## src/logic/mcel_defines.svh

```systemverilog
// offsets, field positions and reset values of the memory error detail log
`ifndef MCEL_DEFINES_SVH
`define MCEL_DEFINES_SVH
`define MCEL_OFF_CTRL 12'h000
`define MCEL_OFF_EVENT 12'h004
`define MCEL_OFF_DATA 12'h008
`define MCEL_OFF_MASKS 12'h00C
`define MCEL_OFF_MISC_LO 12'h010
`define MCEL_OFF_MISC_HI 12'h014
`define MCEL_OFF_ROUTE 12'h018
`define MCEL_CTRL_EXTRA_BIT 1
`define MCEL_CTRL_CTLR_BIT 2
`define MCEL_CTRL_CLEAR_BIT 3
`define MCEL_ID_LSB 9
`define MCEL_ID_MSB 13
`define MCEL_MASK1_LSB 14
`define MCEL_MASK2_LSB 30
`define MCEL_RANK1_LSB 46
`define MCEL_RANK2_LSB 51
`define MCEL_VALID1_BIT 62
`define MCEL_VALID2_BIT 63
`define MCEL_HA_BANK_FIRST 5'h07
`define MCEL_HA_BANK_SECOND 5'h08
`define MCEL_IMC_BANK_FIRST_BASE 5'h09
`define MCEL_IMC_BANK_SECOND_BASE 5'h0D
`define MCEL_MISC_RESET 64'h0000_0000_0000_0000
`endif

```

## src/logic/mcel_pkg.sv

```systemverilog
// types for the memory error detail log
package mcel_pkg;
	typedef enum logic [1:0] {
		MCEL_EV_WR_DATA_PAR,
		MCEL_EV_WR_BE_PAR,
		MCEL_EV_CORR_READ,
		MCEL_EV_OTHER
	} mcel_event_t;
endpackage : mcel_pkg

```

## src/logic/mcel_log.sv

```systemverilog
// memory controller error detail log register with an APB slave
`timescale 1ns/10ps
`default_nettype none
`include "mcel_defines.svh"

// Operation
// - on write data or byte enable parity error, log buffer id in 13:9.
// - second correctable read error logs second failing device id in 13:9.
// - with extra logging, capture device error masks in 29:14 and 45:30.
// - with extra logging, capture failing ranks in 50:46 and 55:51.
// - with extra logging, set bit 62 on first correctable read detail.
// - with extra logging, set bit 63 on second correctable error detail.
// - home agent path routes controller one to bank 7, two to bank 8.
// - per-device capture happens only while control bit 1 is set.
// - controller one logs to banks 9-12, controller two to 13-16.
module mcel_log
	import mcel_pkg::*;
(
	input wire logic clk,
	input wire logic rst,
	input wire logic psel,
	input wire logic penable,
	input wire logic pwrite,
	input wire logic [11:0] paddr,
	input wire logic [31:0] pwdata,
	output logic [31:0] prdata,
	output logic pready,
	output logic pslverr,
	output logic [4:0] ha_bank_ff,
	output logic [4:0] imc_bank_ff
);
	logic [31:0] ctrl_ff;
	logic [31:0] event_ff;
	logic [31:0] data_ff;
	logic [31:0] masks_ff;
	logic [63:0] misc_ff;
	logic [63:0] nxt_misc;
	logic wr;
	logic rd_ok;
	logic extra_en;
	logic ctlr_sel;
	logic clr;
	logic fire;
	mcel_event_t ev;
	logic [4:0] ev_id;
	logic [4:0] rank;
	logic [1:0] chan;

	assign wr = psel & penable & pwrite;
	assign pready = 1'b1;
	assign extra_en = ctrl_ff[`MCEL_CTRL_EXTRA_BIT];
	assign ctlr_sel = ctrl_ff[`MCEL_CTRL_CTLR_BIT];
	// writing the event register is how the controller side reports a detected error
	assign fire = wr && (paddr == `MCEL_OFF_EVENT);
	assign clr = wr && (paddr == `MCEL_OFF_CTRL) && pwdata[`MCEL_CTRL_CLEAR_BIT];
	assign ev = mcel_event_t'(pwdata[1:0]);
	assign ev_id = pwdata[8:4];
	assign rank = pwdata[16:12];
	assign chan = pwdata[21:20];

	always_ff @(posedge clk or posedge rst) begin
		if (rst) begin
			ctrl_ff <= 32'h0000_0000;
		end else if (wr && paddr == `MCEL_OFF_CTRL) begin
			ctrl_ff <= {28'h000_0000, 1'b0, pwdata[2:0]};
		end
	end

	always_ff @(posedge clk or posedge rst) begin
		if (rst) begin
			event_ff <= 32'h0000_0000;
		end else if (fire) begin
			event_ff <= pwdata;
		end
	end

	always_ff @(posedge clk or posedge rst) begin
		if (rst) begin
			data_ff <= 32'h0000_0000;
			masks_ff <= 32'h0000_0000;
		end else if (wr && paddr == `MCEL_OFF_DATA) begin
			data_ff <= pwdata;
		end else if (wr && paddr == `MCEL_OFF_MASKS) begin
			masks_ff <= pwdata;
		end
	end

	always_comb begin
		nxt_misc = misc_ff;
		if (clr) begin
			nxt_misc = `MCEL_MISC_RESET;
		end
		if (fire) begin
			case (ev)
				MCEL_EV_WR_DATA_PAR, MCEL_EV_WR_BE_PAR: begin
					nxt_misc[`MCEL_ID_MSB:`MCEL_ID_LSB] = ev_id;
				end
				MCEL_EV_CORR_READ: begin
					// detail capture gated by the extra-logging enable
					if (extra_en && !misc_ff[`MCEL_VALID1_BIT]) begin
						nxt_misc[`MCEL_MASK1_LSB +: 16] = masks_ff[15:0];
						nxt_misc[`MCEL_RANK1_LSB +: 5] = rank;
						nxt_misc[`MCEL_VALID1_BIT] = 1'b1;
					end else if (extra_en && !misc_ff[`MCEL_VALID2_BIT]) begin
						nxt_misc[`MCEL_ID_MSB:`MCEL_ID_LSB] = ev_id;
						nxt_misc[`MCEL_MASK2_LSB +: 16] = masks_ff[31:16];
						nxt_misc[`MCEL_RANK2_LSB +: 5] = rank;
						nxt_misc[`MCEL_VALID2_BIT] = 1'b1;
					end
				end
				default: begin
					nxt_misc = nxt_misc;
				end
			endcase
		end
		nxt_misc[61:56] = 6'h00;
	end

	always_ff @(posedge clk or posedge rst) begin
		if (rst) begin
			misc_ff <= `MCEL_MISC_RESET;
		end else begin
			misc_ff <= nxt_misc;
		end
	end

	// bank numbers follow the selected controller; the imc bank also adds the channel of the last event
	always_ff @(posedge clk or posedge rst) begin
		if (rst) begin
			ha_bank_ff <= 5'h00;
			imc_bank_ff <= 5'h00;
		end else if (fire) begin
			ha_bank_ff <= ctlr_sel ? `MCEL_HA_BANK_SECOND : `MCEL_HA_BANK_FIRST;
			imc_bank_ff <= (ctlr_sel ? `MCEL_IMC_BANK_SECOND_BASE
				: `MCEL_IMC_BANK_FIRST_BASE) + {3'b000, chan};
		end
	end

	always_comb begin
		rd_ok = 1'b1;
		case (paddr)
			`MCEL_OFF_CTRL: prdata = ctrl_ff;
			`MCEL_OFF_EVENT: prdata = event_ff;
			`MCEL_OFF_DATA: prdata = data_ff;
			`MCEL_OFF_MASKS: prdata = masks_ff;
			`MCEL_OFF_MISC_LO: prdata = misc_ff[31:0];
			`MCEL_OFF_MISC_HI: prdata = misc_ff[63:32];
			`MCEL_OFF_ROUTE: prdata = {22'h00_0000, imc_bank_ff, ha_bank_ff};
			default: begin
				prdata = 32'h0000_0000;
				rd_ok = 1'b0;
			end
		endcase
	end

	// unmapped addresses answer with an error in the access phase
	assign pslverr = psel & penable & ~rd_ok;
endmodule : mcel_log
`default_nettype wire

```

## config.mk

```make
export PLATFORM = sky130hd
export DESIGN_NAME = mcel_log
export DESIGN_NICKNAME = d
export VERILOG_FILES = /design/src/logic/mcel_pkg.sv /design/src/logic/mcel_log.sv
export VERILOG_INCLUDE_DIRS = /design/src /design/src/logic
export SDC_FILE = /design/constraint.sdc
export NUM_CORES = 1
export LEC_CHECK = 0
export BUFFER_PORTS_ARGS = -buffer_cell sky130_fd_sc_hd__buf_4
export CORE_UTILIZATION = 63
export CTS_CLUSTER_DIAMETER = 100
export DETAILED_ROUTE_END_ITERATION = 6
export PLACE_DENSITY = 0.86
export SLEW_MARGIN = 20
export SYNTH_ARGS = -nofsm -noshare
export SYNTH_HDL_FRONTEND = slang
export SYNTH_SLANG_ARGS = --single-unit
```

## constraint.sdc

```tcl
create_clock -name clk -period 7.8 [get_ports clk]
set_input_delay 1.17 -clock clk [delete_from_list [all_inputs] [get_ports clk]]
set_output_delay 1.17 -clock clk [all_outputs]
set_load 0.1 [all_outputs]
```

# Yosys cells after proc, flatten, opt, wreduce, memory -nomap -nowiden
# Index checks and enable logic that the tools add are counted.
word_totals:
  register_bits: 167
  in_bits: 49
  output_inout_bits: 44
op_classes:
  add_sub_neg: 1
  n_eq_ne: 8
  mux: 20
  bitwise_logic: 5
  reduce_logical: 14
op_table:
  columns: ["operator", "count"]
  rows:
  - ["$pmux 32 s7", 1]
  - ["$mux 64", 2]
  - ["$mux 16", 3]
  - ["$mux 42", 1]
  - ["$eq 12x5->1 const B", 3]
  - ["$mux 5", 5]
  - ["$eq 12x4->1 const B", 2]
  - ["$eq 12x3->1 const B", 1]
  - ["$logic_not 12->1", 1]
  - ["$pmux 5 s2", 1]
  - ["$logic_and 1x1->1", 7]
  - ["$reduce_or 7->1", 1]
  - ["$add 4x2->5", 1]
  - ["$mux 1", 4]
  - ["$mux 4", 1]
  - ["$and 1x1->1", 3]
  - ["$mux 3", 1]
  - ["$eq 2x1->1 const B", 1]
  - ["$eq 2x2->1 const B", 1]
  - ["$logic_not 1->1", 2]
  - ["$logic_not 2->1", 1]
  - ["$mux 2", 1]
  - ["$not 1->1", 2]
  - ["$reduce_and 2->1", 1]
  - ["$reduce_or 2->1", 1]

# Logic depth before layout (Yosys ltp)
logic_depth:
  word_depth: 9
  mapped_depth: 8
  ltp_nobuf: 4

# Worst setup path after synthesis
# No wires, ideal clock.
synth_timing:
  path_kind: "input to output"
  from: "in paddr[2]"
  to: "out prdata[13]"
  t_arrival_ns: 4.489
  required_time_ns: 6.630
  setup_slack_ns: 2.141
  cell_stages: 7
  path_cell_list: "buf_2 or4b_1 clkbuf_1 clkbuf_1 nor2_1 a21oi_1 o21ai_0"
synth_between:
  elab_chain_len: 2
  elab_cells_between_ends: 8
synth_rtl:
  columns: ["element", "line_no", "source"]
  rows:
  - ["start: declaration", "mcel_log.sv:24", "input wire logic [11:0] paddr,"]
  - ["$eq 12x5->1, or another cell as far along", "mcel_log.sv:141", "case (paddr)"]
  - ["$pmux 32 s7 (*)", "mcel_log.sv:141", null]
  - ["end: declaration", "mcel_log.sv:26", "output logic [31:0] prdata,"]
# Every way passes the cells marked *; elsewhere a longest branch is shown, timed or not.

# Final worst setup path
layout_timing:
  from: "in paddr[2]"
  to: "out prdata[19]"
# Same word-level chain as after synthesis.

==> metrics.cfg <==
[placement]
place_inst=830
hpwl_mm=12.0
place_ws_ns=2.96
io_buffers=90
gp_congestion=0.810

[floorplan]
die_h_um=110
row_count=39
coreArea_mm2=0.0114
io_pins=93
start_util_pct=64.8
fp.dieW_um=110
dieArea_mm2=0.0122

[timing]
rsz0062_at_grt=no
worst_pin_slew_ns=1.09
tns_ns=0
setup_violations=0
slew_viol_final=0
hold_viol=0
slew_headroom_pct=27.6
fin_crit_sh_pct=65.4
max_freq_ghz=0.196
finalCriticalPeriod_ns=5.10
finalWorstSetupSlack_ns=2.70
clock_skew_ns=0.0105

[hold_path]
hold_path.class=flop to flop

[cts]
hold_buffers=0
cts.repair.resized=0
clk_path_buf_depth=2
cts_setup_buffers=0
h-tree-depth=4
clk_pin_slew_ns=0.06
cts_buffers=17
clock_latency_ns=0.43
cts_num_sinks=155
cts_root_buffer=clkbuf_16
cts_tree=done

[global_route]
grt_max_degree=82
antenna_found_initial=0
gr-total-overflow=0
grt_pass1_wl_mm=29.6
grt_pass1_vias=5446
track_usage_pct=34.2

[setup_path]
crit_required_ns=6.63
path_common_cell=buf_4
critPathBufInv=2
path_cells=buf_4, nor4b_2, and4_1, a22oi_1, o21ai_0, buf_4
critical_path_arrival_ns=3.93
critPathLaunchType=primary input
cp_top_family=simple AND/OR/NAND/NOR gates
cp_max_fo=19
slowest_delay_ns=0.97
endpoint_kind=primary output
critPathSlowestCell=and4_1
crit_type=primary input to primary output

[final_layout]
layout_commonest_cell=dfrtp_1
drive_gt1_share_pct=34.8
fill_cells=709
layout_common_cells=dfrtp_1 (155), mux2_2 (107), buf_4 (99)
diodes=0
layout.nets=757
fin_cells=862
area.growth.synth_to_final_pct=19.4

[routing]
detail-route-antenna-nets=0
met2WireLength_mm=9.46
wire_per_inst_um=22.7
num_vias=5452
drc=0
initialDrtViolationCount=575
top_layer_used=met4
dr_wl_met3_mm=1.42
via_per_inst=6.32
drt_first_pass_iters=5
drt-met1-wl_mm=7.87
wl_mm=19.6

[power]
power_frac_clock_pct=53.2
power_frac_comb_pct=4.0
sequentialPowerShare_pct=42.8
ir_worst_vdd_v=0.000156
p_int_w=0.00150
p_leak_nw=4.53
switching_share_pct=20.2
switching_power_w=0.000380
powerDensity_mw_per_mm2=213

[synth]
synth.mux.area_fraction_pct=25.8
synth-seq-area-share_pct=52.4
synthAdderAreaFrac_pct=0.338
synth_top_family_by_area=multiplexers
synth_largest_area_cell=dfrtp_1
synth_area_mm2=0.00740
syn-num-nets=682
ys.flop_type=dfrtp_1
ys_types=44
yosys-top-cells-area=dfrtp_1 (52%), mux2_2 (16%), mux2i_1 (9.1%), nand2_1 (2.7%), a22oi_1 (2.4%)
synth_compound_area_share_pct=8.20
ys.warnings.count=0
synth_seq_cells=155
synthSimpleGateAreaFrac_pct=8.12
synth_top_area_share_pct=52.4
synth-async-reset-ratio_pct=100
synth_cells=631
syn_area_per_cell_um2=11.7
synth_edf_count=0
synth_xor_area_share_pct=0

[outcome]
status=complete, no violations

[flow_run]
cap_violations=0

worst paths after layout:
| check | from | end | slack [ns] | depth (start not counted) |
|---|---|---|---|---|
| min reg2reg | event_ff[5] | event_ff[5] | 0.51 | 1 |
| max reg2reg | misc_ff[62] | misc_ff[9] | 6.10 | 4 |
| max in group asynchronous | rst | misc_ff[42] | 5.47 | 3 |
| max | paddr[2] | prdata[19] | 2.70 | 6 |
| min in group asynchronous | rst | data_ff[25] | 0.87 | 2 |
| min | event_ff[5] | event_ff[5] | 0.51 | 1 |
sequential cells by signal (all words and copies together) (netlist names):
signal / cells
data_ff: 32
misc_ff: 49
event_ff: 32
imc_bank_ff: 5
masks_ff: 32
ctrl_ff: 3
ha_bank_ff: 2
cell type report:
type	instances	area, µm²	area share, %
Clock buffer	20	447	5.06
Clock inverter	12	267	3.02
Inverter	39	151	1.71
Multi-Input combinational cell	394	3170	35.9
Sequential cell	155	3880	43.9
Tap cell	143	179	2.02
Timing Repair Buffer	99	743	8.41
power groups by stage:
stage          sequential (W)  clock, W  combinational (W)
2_1_floorplan        0.000820         0          0.0000365
3_3_place_gp         0.000820         0          0.0000718
3_5_place_dp         0.000820         0          0.0000744
4_1_cts              0.000805   0.00100          0.0000749
5_1_grt              0.000805   0.00103          0.0000812
6_report             0.000805   0.00100          0.0000748
worst register-to-register path, cell delays in order, from the launching register on:
cell and delay [ns]:
dfrtp_1 0.39, nor4bb_1 0.39, nand2b_1 0.30, nand2_1 0.19, a31o_2 0.33
synth_stat cells, types with 2 or more instances:
cell type	instances
buf_6	2
mux2_2	107
buf_2	20
a22oi_1	24
mux2i_1	67
nand2b_1	2
o21ai_0	21
o221a_2	3
conb_1	2
nand3_1	7
a31o_2	5
a21oi_1	18
clkbuf_1	12
buf_4	6
mux2_1	3
a221o_1	6
nand4_1	3
and3_1	6
or4_1	3
inv_1	39
buf_1	3
nor3_1	3
nor4_1	3
nor2b_1	2
ha_1	2
nor2_1	33
dfrtp_1	155
nand2_1	53
a222oi_1	6
metal layers:
metal	vias up	global-route usage (%)
met5	-	0
met4	0	19.2
met3	59	9.64
met2	242	53.1
met1	2760	43.3
li1	2391	-
per-stage QoR:
stage	util, %	hold WS [ns]	instance area [µm²]	total power [W]
after global routing	77.4	0.518	8840	0.00192
after floorplan	-	0.467	7400	0.000857
after detailed placement	71.1	0.494	8120	0.000894
after CTS	77.4	0.508	8840	0.00188
final	77.4	0.506	8840	0.00188
after global placement	71.1	0.483	8120	0.000892
cells by family after synthesis:
| logic type | Yosys count |
|---|---|
| other cells | 2 |
| flops | 155 |
| fa+ha+maj | 2 |
| simple gates | 126 |
| compound gates | 87 |
| mux | 177 |
| buf+inv | 82 |
Note: power is estimated with default switching activity, not from simulation.
